<file path="src/cisv_pkg.sv">
/*
 * cisv_pkg: constants and carrier types for the core interrupt status and
 * vectoring block. Assumes a 32-bit AXI4-Lite register bus and a core that
 * accepts one vector request at a time.
 */
package cisv_pkg;
    // register addresses: core data address, then byte addresses on the bus
    localparam logic [7:0] ADDR_STATUS_CONTROL = 8'h07; // core data address of the register
    localparam logic [11:0] OFF_STATUS_CONTROL = 12'h01c; // byte address, index 07h times four
    localparam logic [11:0] OFF_PERIPH_FLAGS = 12'h020; // peripheral request flags
    localparam logic [11:0] OFF_PERIPH_ENABLES = 12'h024; // peripheral enables
    localparam logic [11:0] OFF_GLOBAL_CTRL = 12'h028; // global disable, bit 0
    localparam logic [11:0] OFF_IRQ_STATUS = 12'h02c; // sticky events, cleared on read
    localparam logic [11:0] OFF_IRQ_MASK = 12'h030; // mask for irq output
    // field positions inside the status/control byte
    localparam int BIT_PERIPH_FLAG = 7;
    localparam int BIT_TCLK_FLAG = 6;
    localparam int BIT_TZERO_FLAG = 5;
    localparam int BIT_EXT_FLAG = 4;
    localparam int BIT_PERIPH_EN = 3;
    localparam int BIT_TCLK_EN = 2;
    localparam int BIT_TZERO_EN = 1;
    localparam int BIT_EXT_EN = 0;
    // reset values
    localparam logic [7:0] RST_STATUS_CONTROL = 8'h00;
    localparam logic RST_GLOBAL_DISABLE = 1'b1;
    // fixed program-memory vectors
    localparam logic [15:0] VEC_RESET = 16'h0000;
    localparam logic [15:0] VEC_EXT_PIN = 16'h0008;
    localparam logic [15:0] VEC_TZERO = 16'h0010;
    localparam logic [15:0] VEC_TCLK_PIN = 16'h0018;
    localparam logic [15:0] VEC_PERIPH = 16'h0020;
    // axi responses
    localparam logic [1:0] RESP_OKAY = 2'b00;
    localparam logic [1:0] RESP_SLVERR = 2'b10;

    // vector request to the core
    typedef struct packed {
        logic valid;
        logic [15:0] addr;
    } cisv_vec_s;

    // sources in service order
    typedef enum logic [2:0] {
        SRC_NONE,
        SRC_RESET,
        SRC_EXT,
        SRC_TZERO,
        SRC_TCLK,
        SRC_PERIPH
    } cisv_src_e;
endpackage : cisv_pkg

</file>
<file path="src/cisv_vec_pick.sv">
/*
 * cisv_vec_pick: fixed-priority selection of one pending source and its
 * vector address. Assumes pending inputs are already gated by enables.
 */
`timescale 1ns/1ps
`default_nettype none
module cisv_vec_pick (
    // pending sources, gated
    input wire logic ext_req,
    input wire logic tzero_req,
    input wire logic tclk_req,
    input wire logic periph_req,
    input wire logic reset_req,
    // chosen vector
    output cisv_pkg::cisv_src_e src,
    output logic [15:0] addr
);
    import cisv_pkg::*;

    // lowest vector wins; the spurious reset case outranks all
    always_comb begin
        src = SRC_NONE;
        addr = VEC_RESET;
        if (reset_req) begin
            src = SRC_RESET;
            addr = VEC_RESET;
        end else if (ext_req) begin
            src = SRC_EXT;
            addr = VEC_EXT_PIN;
        end else if (tzero_req) begin
            src = SRC_TZERO;
            addr = VEC_TZERO;
        end else if (tclk_req) begin
            src = SRC_TCLK;
            addr = VEC_TCLK_PIN;
        end else if (periph_req) begin
            src = SRC_PERIPH;
            addr = VEC_PERIPH;
        end
    end
endmodule : cisv_vec_pick
`default_nettype wire

</file>
<file path="src/cisv_core_irq.sv">
/*
 * cisv_core_irq: interrupt status/control register and vectoring for an
 * 8-bit core. Assumes edge and overflow events arrive as one-cycle pulses,
 * synchronous to clk, one instruction cycle per clock; the core accepts a
 * vector with vec_ack and then starts at vec.addr.
 */
// Overview of operation
// - status/control byte at data address 07h
// - bit 7 is OR of enabled peripheral flags
// - flags set regardless of enables or disable
// - flag set while enable cleared vectors reset, unless globally disabled
// - bit 6 timer-pin edge, cleared at 18h
// - bit 5 timer overflow, cleared at 10h
// - bit 4 external pin edge, cleared at 08h
// - bit 3 gates all peripheral requests
// - bit 2 enables timer-pin edge interrupt
// - bit 1 enables timer overflow interrupt
// - bit 0 enables external pin interrupt
// - reset at 0000h, fixed vectors 08h to 20h
`timescale 1ns/1ps
`default_nettype none
module cisv_core_irq #(
    parameter int PERIPH_N = 8 // number of peripheral request lines
) (
    // clock and reset
    input wire logic clk,
    input wire logic rst,
    // event pulses
    input wire logic ext_pin_edge,
    input wire logic tclk_pin_edge,
    input wire logic tzero_overflow,
    input wire logic [PERIPH_N-1:0] periph_event,
    // vector handshake with the core
    input wire logic vec_ack,
    output cisv_pkg::cisv_vec_s vec,
    // interrupt to the system
    output logic irq,
    // axi4-lite write address
    input wire logic [11:0] s_awaddr,
    input wire logic s_awvalid,
    output logic s_awready,
    // axi4-lite write data
    input wire logic [31:0] s_wdata,
    input wire logic [3:0] s_wstrb,
    input wire logic s_wvalid,
    output logic s_wready,
    // axi4-lite write response
    output logic [1:0] s_bresp,
    output logic s_bvalid,
    input wire logic s_bready,
    // axi4-lite read address
    input wire logic [11:0] s_araddr,
    input wire logic s_arvalid,
    output logic s_arready,
    // axi4-lite read data
    output logic [31:0] s_rdata,
    output logic [1:0] s_rresp,
    output logic s_rvalid,
    input wire logic s_rready
);
    import cisv_pkg::*;

    logic [3:0] flags_r; // ext, tzero, tclk in 0..2; bit 3 unused
    logic [3:0] enables_r; // byte bits 3..0
    logic global_disable_r; // ext, timer and peripheral vector requests off when set; irq is not gated
    logic [PERIPH_N-1:0] pflags_r; // peripheral request flags
    logic [PERIPH_N-1:0] pen_r; // peripheral enables
    logic [3:0] evstat_r; // sticky: vector taken, reset vector, ext, tzero
    logic [3:0] evmask_r; // irq mask
    logic [11:0] awaddr_r; // latched write address
    logic aw_have_r; // write address held
    logic [31:0] wdata_r; // latched write data
    logic [3:0] wstrb_r; // latched strobes
    logic w_have_r; // write data held
    logic wr_go; // both halves present
    logic rd_go; // read taken this cycle
    logic wr_status; // write to the status/control byte this cycle
    logic vec_taken; // core accepts the standing vector
    logic periph_flag; // bit 7
    logic [7:0] byte_now; // assembled status/control byte
    logic [3:0] en_clear; // enables falling on this write
    logic [3:0] set_now; // flag sources this cycle, byte bit order 4..7
    logic race; // flag set while its enable drops
    logic race_r; // latched spurious-reset request
    cisv_src_e pick_src; // chosen source
    logic [15:0] pick_addr; // chosen vector
    logic [31:0] rdata_nxt; // read mux

    // bit 7 is never stored, only computed
    assign periph_flag = |(pflags_r & pen_r);
    assign byte_now = {periph_flag, flags_r[2], flags_r[1], flags_r[0], enables_r};
    assign wr_go = aw_have_r && w_have_r && !s_bvalid;
    assign rd_go = s_arvalid && s_arready;

    // byte write to the status/control register hits only its low lane
    function automatic logic hit(input logic [11:0] a, input logic [11:0] off);
        hit = (a[11:2] == off[11:2]);
    endfunction : hit

    // vector that serves source flag i: ext, tzero, tclk
    function automatic logic [15:0] flag_vec(input int i);
        flag_vec = (i == 0) ? VEC_EXT_PIN : (i == 1) ? VEC_TZERO : VEC_TCLK_PIN;
    endfunction : flag_vec

    assign wr_status = wr_go && hit(awaddr_r, OFF_STATUS_CONTROL) && wstrb_r[0];
    assign vec_taken = vec.valid && vec_ack;

    assign en_clear = (wr_go && hit(awaddr_r, OFF_STATUS_CONTROL) && wstrb_r[0])
                      ? (enables_r & ~wdata_r[3:0]) : 4'h0;
    // event sources in byte order: ext(4), tzero(5), tclk(6), periph(7)
    assign set_now = {|periph_event, tclk_pin_edge, tzero_overflow, ext_pin_edge};
    // enable bits that match: ext->0, tzero->1, tclk->2, periph->3
    assign race = !global_disable_r && |(set_now & en_clear);

    // write channel capture, either order accepted
    always_ff @(posedge clk) begin
        if (rst) begin
            aw_have_r <= 1'b0;
            w_have_r <= 1'b0;
            awaddr_r <= 12'h000;
            wdata_r <= 32'h0000_0000;
            wstrb_r <= 4'h0;
        end else begin
            if (s_awvalid && s_awready) begin
                aw_have_r <= 1'b1;
                awaddr_r <= s_awaddr;
            end else if (wr_go) begin
                aw_have_r <= 1'b0;
            end
            if (s_wvalid && s_wready) begin
                w_have_r <= 1'b1;
                wdata_r <= s_wdata;
                wstrb_r <= s_wstrb;
            end else if (wr_go) begin
                w_have_r <= 1'b0;
            end
        end
    end

    // ready flags registered so outputs come from flops
    always_ff @(posedge clk) begin
        if (rst) begin
            s_awready <= 1'b0;
            s_wready <= 1'b0;
        end else begin
            s_awready <= !aw_have_r && !(s_awvalid && s_awready);
            s_wready <= !w_have_r && !(s_wvalid && s_wready);
        end
    end

    // write response one cycle after both halves are held
    always_ff @(posedge clk) begin
        if (rst) begin
            s_bvalid <= 1'b0;
            s_bresp <= RESP_OKAY;
        end else if (wr_go) begin
            s_bvalid <= 1'b1;
            s_bresp <= (hit(awaddr_r, OFF_STATUS_CONTROL) || hit(awaddr_r, OFF_PERIPH_FLAGS)
                        || hit(awaddr_r, OFF_PERIPH_ENABLES) || hit(awaddr_r, OFF_GLOBAL_CTRL)
                        || hit(awaddr_r, OFF_IRQ_STATUS) || hit(awaddr_r, OFF_IRQ_MASK))
                       ? RESP_OKAY : RESP_SLVERR;
        end else if (s_bvalid && s_bready) begin
            s_bvalid <= 1'b0;
        end
    end

    // source flags: events set, vectoring clears, software may write 0/1
    always_ff @(posedge clk) begin
        if (rst) begin
            flags_r <= RST_STATUS_CONTROL[7:4];
        end else begin
            for (int i = 0; i < 3; i++) begin
                if (set_now[i]) begin
                    flags_r[i] <= 1'b1;
                end else if (wr_status) begin
                    flags_r[i] <= wdata_r[4 + i];
                end else if (vec_taken && vec.addr == flag_vec(i)) begin
                    // hardware clear on taking its vector
                    flags_r[i] <= 1'b0;
                end
            end
            flags_r[3] <= 1'b0;
        end
    end

    // enables and global disable, written by software
    always_ff @(posedge clk) begin
        if (rst) begin
            enables_r <= RST_STATUS_CONTROL[3:0];
            global_disable_r <= RST_GLOBAL_DISABLE;
        end else if (wr_go) begin
            if (hit(awaddr_r, OFF_STATUS_CONTROL) && wstrb_r[0]) begin
                enables_r <= wdata_r[3:0];
            end
            if (hit(awaddr_r, OFF_GLOBAL_CTRL) && wstrb_r[0]) begin
                global_disable_r <= wdata_r[0];
            end
        end
    end

    // peripheral flags: events set, software clears by writing 0
    always_ff @(posedge clk) begin
        if (rst) begin
            pflags_r <= '0;
            pen_r <= '0;
        end else begin
            for (int i = 0; i < PERIPH_N; i++) begin
                if (periph_event[i]) begin
                    pflags_r[i] <= 1'b1;
                end else if (wr_go && hit(awaddr_r, OFF_PERIPH_FLAGS)) begin
                    pflags_r[i] <= wdata_r[i];
                end
            end
            if (wr_go && hit(awaddr_r, OFF_PERIPH_ENABLES)) begin
                pen_r <= wdata_r[PERIPH_N-1:0];
            end
        end
    end

    // the odd race is remembered until the core takes the reset vector
    always_ff @(posedge clk) begin
        if (rst) begin
            race_r <= 1'b0;
        end else if (race) begin
            race_r <= 1'b1;
        end else if (vec_taken && vec.addr == VEC_RESET) begin
            race_r <= 1'b0;
        end
    end

    cisv_vec_pick u_pick (
        .ext_req(!global_disable_r && flags_r[0] && enables_r[BIT_EXT_EN]),
        .tzero_req(!global_disable_r && flags_r[1] && enables_r[BIT_TZERO_EN]),
        .tclk_req(!global_disable_r && flags_r[2] && enables_r[BIT_TCLK_EN]),
        .periph_req(!global_disable_r && periph_flag && enables_r[BIT_PERIPH_EN]),
        .reset_req(race_r),
        .src(pick_src),
        .addr(pick_addr)
    );

    // vector request re-picked every cycle until acknowledged; a fresh pick follows the ack
    always_ff @(posedge clk) begin
        if (rst) begin
            vec <= '{valid: 1'b0, addr: VEC_RESET};
        end else if (vec.valid && vec_ack) begin
            vec.valid <= 1'b0;
        end else begin
            vec.valid <= (pick_src != SRC_NONE);
            vec.addr <= pick_addr;
        end
    end

    // read mux
    always_comb begin
        rdata_nxt = 32'h0000_0000;
        if (hit(s_araddr, OFF_STATUS_CONTROL)) begin
            rdata_nxt[7:0] = byte_now;
        end else if (hit(s_araddr, OFF_PERIPH_FLAGS)) begin
            rdata_nxt[PERIPH_N-1:0] = pflags_r;
        end else if (hit(s_araddr, OFF_PERIPH_ENABLES)) begin
            rdata_nxt[PERIPH_N-1:0] = pen_r;
        end else if (hit(s_araddr, OFF_GLOBAL_CTRL)) begin
            rdata_nxt[0] = global_disable_r;
        end else if (hit(s_araddr, OFF_IRQ_STATUS)) begin
            rdata_nxt[3:0] = evstat_r;
        end else if (hit(s_araddr, OFF_IRQ_MASK)) begin
            rdata_nxt[3:0] = evmask_r;
        end
    end

    // read channel: one read at a time, answer the cycle after acceptance
    always_ff @(posedge clk) begin
        if (rst) begin
            s_arready <= 1'b0;
            s_rvalid <= 1'b0;
            s_rdata <= 32'h0000_0000;
            s_rresp <= RESP_OKAY;
        end else begin
            s_arready <= !s_rvalid && !rd_go;
            if (rd_go) begin
                s_rvalid <= 1'b1;
                s_rdata <= rdata_nxt;
                s_rresp <= (hit(s_araddr, OFF_STATUS_CONTROL) || hit(s_araddr, OFF_PERIPH_FLAGS)
                            || hit(s_araddr, OFF_PERIPH_ENABLES) || hit(s_araddr, OFF_GLOBAL_CTRL)
                            || hit(s_araddr, OFF_IRQ_STATUS) || hit(s_araddr, OFF_IRQ_MASK))
                           ? RESP_OKAY : RESP_SLVERR;
            end else if (s_rvalid && s_rready) begin
                s_rvalid <= 1'b0;
            end
        end
    end

    // sticky events; set beats the clear-on-read
    always_ff @(posedge clk) begin
        if (rst) begin
            evstat_r <= 4'h0;
            evmask_r <= 4'h0;
        end else begin
            evstat_r <= ((rd_go && hit(s_araddr, OFF_IRQ_STATUS)) ? 4'h0 : evstat_r)
                        | {tzero_overflow, ext_pin_edge, race, vec.valid && vec_ack};
            if (wr_go && hit(awaddr_r, OFF_IRQ_MASK)) begin
                evmask_r <= wdata_r[3:0];
            end
        end
    end

    // level irq from a flop
    always_ff @(posedge clk) begin
        if (rst) begin
            irq <= 1'b0;
        end else begin
            irq <= |(evstat_r & evmask_r);
        end
    end

    // spurious reset vector is offered while latched
    race_vec_a: assert property (@(posedge clk) disable iff (rst)
        race |=> ##[1:3] (vec.valid && vec.addr == VEC_RESET))
        else $error("race did not reach reset vector");
    flag_set_a: assert property (@(posedge clk) disable iff (rst)
        ext_pin_edge |=> flags_r[0])
        else $error("ext flag not set");
    pflag_or_a: assert property (@(posedge clk) disable iff (rst)
        byte_now[BIT_PERIPH_FLAG] == |(pflags_r & pen_r))
        else $error("periph flag wrong");
    ext_clear_a: assert property (@(posedge clk) disable iff (rst)
        (vec.valid && vec_ack && vec.addr == VEC_EXT_PIN && !ext_pin_edge && !wr_go)
        |=> !flags_r[0])
        else $error("ext flag not cleared");
    tzero_clear_a: assert property (@(posedge clk) disable iff (rst)
        (vec.valid && vec_ack && vec.addr == VEC_TZERO && !tzero_overflow && !wr_go)
        |=> !flags_r[1])
        else $error("overflow flag not cleared");
    tclk_clear_a: assert property (@(posedge clk) disable iff (rst)
        (vec.valid && vec_ack && vec.addr == VEC_TCLK_PIN && !tclk_pin_edge && !wr_go)
        |=> !flags_r[2])
        else $error("timer pin flag not cleared");
    gated_req_a: assert property (@(posedge clk) disable iff (rst)
        $rose(vec.valid) && vec.addr != VEC_RESET |-> !$past(global_disable_r))
        else $error("vector while disabled");
    periph_block_a: assert property (@(posedge clk) disable iff (rst)
        (vec.valid && vec.addr == VEC_PERIPH && $rose(vec.valid)) |-> $past(enables_r[3]))
        else $error("peripheral vector while blocked");
    ext_en_a: assert property (@(posedge clk) disable iff (rst)
        ($rose(vec.valid) && vec.addr == VEC_EXT_PIN) |-> $past(enables_r[0]))
        else $error("ext vector while disabled");
    tzero_en_a: assert property (@(posedge clk) disable iff (rst)
        ($rose(vec.valid) && vec.addr == VEC_TZERO) |-> $past(enables_r[1]))
        else $error("overflow vector while disabled");
    tclk_en_a: assert property (@(posedge clk) disable iff (rst)
        ($rose(vec.valid) && vec.addr == VEC_TCLK_PIN) |-> $past(enables_r[2]))
        else $error("timer pin vector while disabled");
    reg_read_a: assert property (@(posedge clk) disable iff (rst)
        (rd_go && hit(s_araddr, OFF_STATUS_CONTROL)) |=> s_rdata[7:0] == $past(byte_now))
        else $error("status byte read wrong");
    vec_cover_c: cover property (@(posedge clk) vec.valid && vec_ack);
    race_cover_c: cover property (@(posedge clk) race);
    irq_cover_c: cover property (@(posedge clk) irq);
endmodule : cisv_core_irq
`default_nettype wire

</file>
<file path="config.mk">
export PLATFORM = sky130hd
export DESIGN_NAME = cisv_core_irq
export DESIGN_NICKNAME = d
export VERILOG_FILES = /design/src/cisv_pkg.sv /design/src/cisv_vec_pick.sv /design/src/cisv_core_irq.sv
export SDC_FILE = /design/constraint.sdc
export NUM_CORES = 1
export LEC_CHECK = 0
export BUFFER_PORTS_ARGS = -buffer_cell sky130_fd_sc_hd__buf_2
export CORE_ASPECT_RATIO = 1.4
export CORE_MARGIN = 2
export CORE_UTILIZATION = 30
export DETAILED_ROUTE_END_ITERATION = 7
export GPL_ROUTABILITY_DRIVEN = 0
export HOLD_SLACK_MARGIN = 0.08
export PLACE_DENSITY_LB_ADDON = 0.08
export SLEW_MARGIN = 10
export SYNTH_ARGS = -nofsm -noshare
export SYNTH_HDL_FRONTEND = slang
export SYNTH_SLANG_ARGS = --single-unit
export TNS_END_PERCENT = 10
</file>
<file path="constraint.sdc">
create_clock -name clk -period 4.6 [get_ports clk]
set_input_delay 0.92 -clock clk [delete_from_list [all_inputs] [get_ports clk]]
set_output_delay 0.92 -clock clk [all_outputs]
set_load 0.03 [all_outputs]
</file>
After elaboration in Yosys (flattened, before gate mapping)
Cells that the tools add are included.
- eq/ne operators: 15
- mux-type cells: 56
- bitwise logic cells: 6
- reduce and logical (&&, ||, !) cells: 75
- operators with widths (kind ; number):
    == test 10 x 4 -> 1 bit, second input constant ; 10
    2-to-1 mux 16 bit ; 4
    2-to-1 mux 1 bit ; 35
    == test 16 x 5 -> 1 bit, second input constant ; 2
    logical AND 1 bit ; 32
    nonzero test 2 bit ; 13
    2-to-1 mux 4 bit ; 6
    == test 10 x 3 -> 1 bit, second input constant ; 2
    2-to-1 mux 3 bit ; 6
    == test 16 x 4 -> 1 bit, second input constant ; 1
    zero test 16 bit ; 1
    2-to-1 mux 8 bit ; 2
    OR reduction 8 bit ; 2
    AND 4 bit ; 3
    nonzero test 3 bit ; 4
    logical OR 1 bit ; 10
    AND 8 bit ; 1
    zero test 1 bit ; 8
    OR reduction 4 bit ; 2
    2-to-1 mux 6 bit ; 1
    2-to-1 mux 2 bit ; 2
    inverter 4 bit ; 1
    OR 4 bit ; 1
    AND reduction 2 bit ; 2
    OR reduction 2 bit ; 1
- register bits: 91
- input port bits: 79
- output and inout port bits: 59

Depth between registers and ports, before layout
- depth in word-level cells: 10
- depth in mapped cells: 6
- gate-level depth less buffers: 4

Hierarchy
Synthesis repeated with hierarchy kept, for this count alone.
- cells, all modules: 503
- area, all modules: 4119.0 µm²
- by module, submodules not included (module ; instances ; cells each ; area each (µm²) ; seq. area each (µm²)):
    cisv_core_irq ; 1 ; 476 ; 3952.5 ; 1741.7
    cisv_vec_pick ; 1 ; 27 ; 166.4 ; 0.0

Worst setup path before layout
OpenSTA, ideal clock, no wires.
- path type: in2reg
- start: input port s_araddr[2]
- end: register s_rdata[5]
- library setup time: 0.128 ns
- arrival: 2.027 ns
- data required time: 4.472 ns
- setup slack: 2.446 ns
- stages on the path: 6
- buffers on the path: 2
- cell sequence: clkbuf_1 > buf_1 > mux2i_1 > o2bb2ai_1 > a22oi_1 > nor2_1
- cells in the longest elaborated chain, start to end: 4
- elaborated cells on any way between the ends: 6
- ends and longest elaborated chain (item ; line ; source):
    from (decl) ; cisv_core_irq.sv:52 ; input wire logic [11:0] s_araddr,
    == test 10 x 4 -> 1 bit ; cisv_core_irq.sv:97 ; hit = (a[11:2] == off[11:2]);
    2-to-1 mux 4 bit ; cisv_core_irq.sv:260 ; end else if (hit(s_araddr, OFF_PERIPH_ENABLES)) begin
    2-to-1 mux 8 bit ; cisv_core_irq.sv:258 ; end else if (hit(s_araddr, OFF_PERIPH_FLAGS)) begin
    2-to-1 mux 8 bit (*) ; cisv_core_irq.sv:256 ; if (hit(s_araddr, OFF_STATUS_CONTROL)) begin
    to (signal assigned) ; cisv_core_irq.sv:282 ; s_rdata <= rdata_nxt;
    to (decl) ; cisv_core_irq.sv:56 ; output logic [31:0] s_rdata,
Every way passes the cells marked *; elsewhere a longest branch is shown, timed or not.
A chain may end at the register's enable or synchronous reset.

Worst setup path after layout
- start: input port s_araddr[7]
- end: register s_rdata[1]
- cells in the longest elaborated chain, start to end: 7
- elaborated cells on any way between the ends: 12
- ends and longest elaborated chain (item ; line ; source):
    == test 10 x 4 -> 1 bit ; cisv_core_irq.sv:97 ;
    2-to-1 mux 4 bit ; cisv_core_irq.sv:266 ; end else if (hit(s_araddr, OFF_IRQ_MASK)) begin
    2-to-1 mux 4 bit ; cisv_core_irq.sv:264 ; end else if (hit(s_araddr, OFF_IRQ_STATUS)) begin
    2-to-1 mux 3 bit ; cisv_core_irq.sv:262 ; end else if (hit(s_araddr, OFF_GLOBAL_CTRL)) begin
    2-to-1 mux 4 bit ; cisv_core_irq.sv:260 ;
    2-to-1 mux 8 bit ; cisv_core_irq.sv:258 ;
    2-to-1 mux 8 bit (*) ; cisv_core_irq.sv:256 ;
Marked as above.

==> key figures <==
Run status
  • Outcome: completed

Floorplan
  • Starting density of the core: 30.4%
  • # rows: 48
  • # IOs: 138
  • Die Y-Extent: 136 µm
  • Core Footprint: 12,200 µm²
  • Die Area: 13,300 µm²
  • Die X: 98.0 µm

STA
  • Fmax: 0.450 GHz
  • Worst Tran Pin Value: 800 ps
  • Unrepaired setup endpoints after global routing: no
  • Min Tclk post-route: 2220 ps
  • Final hold violations: 0
  • Layout Skew: 3.40 ps
  • Sum of negative setup slack: 0 ps
  • Slew headroom: 46.2%
  • Max-slew violation count: 0
  • Crit share post-route: 48.3%
  • Endpoints failing setup: 0

Yosys
  • Post-synthesis cell count: 457
  • Post-synthesis cell area: 3710 µm²
  • Async set-reset flop share out of synthesis: 0%
  • Sequential area share after synthesis: 39.9%
  • Largest family of logic cells by synthesized area: simple AND/OR/NAND/NOR gates
  • Synth Area in Compound Gates: 21.6%
  • Top FF cell, synth: dfxtp_1
  • Simple-gate share of the synthesized area: 23.8%
  • Syn. warnings: 0
  • Synth top area cells: dfxtp_1 (40%), buf_4 (7.9%), a21oi_1 (6.7%)
  • Mux cell area share after synthesis: 2.43%
  • Synth Area in Adders: 0%
  • Dominant cell by count in the synthesized netlist: dfxtp_1
  • Synth cell count leaders: dfxtp_1 (74), nand2_1 (55), a21oi_1 (50)
  • Synthesized area per cell: 8.12 µm²
  • Yosys top cell area share: 39.9%
  • Flops & latches, synth: 74
  • Post-synth EDFFs: 0
  • Post-Synth XOR/XNOR Area: 0%
  • Netlist cell types: 49
  • Synth area leader: dfxtp_1

Critical path
  • Worst path bufs/invs: 1
  • Worst setup SP type: input pin
  • Crit path DAT: 2480 ps
  • Worst endpoint required time: 4860 ps
  • CP cell instances: buf_2 -> or4_1 -> nor3_1 -> nand2_1 -> o22ai_1
  • CP Class: input pin to flip-flop
  • Worst Path Max Fanout: 5
  • Crit path max-delay family: simple AND/OR/NAND/NOR gates
  • Slowest cell on the critical path: or4_1
  • Crit end category: flip-flop
  • Slowest stage delay, CP: 540 ps

Global routing
  • Largest net degree at the start of global routing: 46
  • Vias in the first global route: 3,213
  • GR Util All Layers: 16.7%
  • Antenna violations before repair: 0
  • Grt total ovfl: 0
  • First-pass GRT wire length: 17.2 mm

Cells and area
  • Area Overhead vs Synth: 16.0%
  • Layout fillers: 1,335
  • NumNets Final: 593
  • Post-route design area: 4310 µm²
  • Finished Core Util: 35.3%
  • Area of the multi-input gates: 1920 µm²
  • Share of layout cells above drive strength 1: 18.9%
  • FF/Latch Area: 1480 µm²
  • Number of diodes: 0

Clock tree
  • Clk root buf: clkbuf_16
  • Setup Fix Bufs, Post-CTS: 0
  • Post-CTS Hold Buffers: 0
  • H-tree depth: 3
  • Reg clk slew, reported paths: 60 ps
  • Clock Latency Late Sink: 330 ps
  • Worst-case clock buffer depth: 2
  • Post-CTS resize count: 0
  • Num Clock Sinks: 74
  • CTS tree: done
  • Num CTS Buffers: 9

Drt
  • Vias per std cell: 5.10
  • First DRT Iteration DRCs: 190
  • Highest routed metal layer: met4
  • TritonRoute pass-1 iters: 4
  • M1 wire length: 4.49 mm
  • Routed Antenna Nets: 0
  • Metal2 WL: 5.67 mm
  • DR WL/cell: 16.2 µm
  • DR vias: 3,410
  • DR DRC count: 0
  • Post-Route WL: 10.9 mm
  • Met3 wire length: 509 µm

Min path
  • Worst Hold Class: flip-flop to flip-flop

Power and ir drop
  • Final Total Pwr: 0.00161 W
  • Peak VDD IR: 0.000153 V
  • Pwr dens: 375 nW/µm²
  • Pleak: 1.71 nW

Run
  • Max-cap violation count: 0

Placed design
  • Hpwl dp: 8.26 mm
  • # port buffers: 67
  • Cell Area, Placed: 3990 µm²
[report_power, final]
| group | internal, W | total (W) | switching [W] |
|---|---|---|---|
| combinational | 0.0000451 | 0.000169 | 0.000124 |
| clock | 0.000474 | 0.000757 | 0.000283 |
| sequential | 0.000663 | 0.000689 | 0.0000260 |
[routing by layer]
metal | vias to the layer above | track usage, %
li1 | 1693 | -
met1 | 1608 | 19.5
met2 | 99 | 29.9
met3 | 10 | 3.20
met4 | 0 | 6.56
met5 | - | 0
[kinds of logic (layout without fill, tap and decap cells)]
logic type             Yosys count  count (layout)
muxes                            9               9
buffers and inverters           74              98
and+or+nand+nor                164             164
DFF                             74              74
AOI/OAI and AO/OA              135             135
other                            1              39
[state kept, by name, summed over array words and instances (netlist names), 3 cells and up]
| register | count |
|---|---|
| pflags_r | 8 |
| vec | 4 |
| enables_r | 4 |
| awaddr_r | 10 |
| evmask_r | 4 |
| s_rdata | 8 |
| flags_r | 3 |
| wdata_r | 8 |
| evstat_r | 4 |
| pen_r | 8 |
[layout by cell type (no fill, tap or decap), types with 6 or more instances in the layout]
cell type / netlist / layout
a21oi_1: 50 / 50
a22oi_1: 13 / 13
a31oi_1: 13 / 13
and2_1: 6 / 6
buf_2: 0 / 67
clkbuf_16: 0 / 9
conb_1: 1 / 39
dfxtp_1: 74 / 74
inv_1: 14 / 14
mux2i_1: 9 / 9
nand2_1: 55 / 55
nand3_1: 32 / 32
nand4_1: 6 / 6
nor2_1: 19 / 19
nor3_1: 7 / 7
o21ai_0: 35 / 35
[final timing paths]
kind	start	to	slack, ps	cells after the start
setup / recovery	s_araddr[7]	s_rdata[1]	2380	5
setup reg to reg	awaddr_r[6]	evstat_r[1]	2680	4
hold reg to reg	s_rvalid	s_arready	450	1
hold / removal	s_rvalid	s_arready	450	1
[metrics by stage]
step | std cells | hold WS, ps | setup slack, ps
after global placement | 653 | 442 | 2030
after global routing | 669 | 497 | 2240
after CTS | 669 | 453 | 2390
final | 669 | 451 | 2380
after detailed placement | 653 | 444 | 2040
after floorplan | 495 | 444 | 2450
[area by class of cell]
| class | count | area share, % |
|---|---|---|
| inverters | 14 | 1.22 |
| repair buffers | 68 | 7.96 |
| clock inverters | 7 | 2.18 |
| flip-flops and latches | 74 | 34.4 |
| well taps | 150 | 4.36 |
| clock buffers | 9 | 5.23 |
| multi-input cells | 347 | 44.7 |
(Power assumes the default switching activity.)
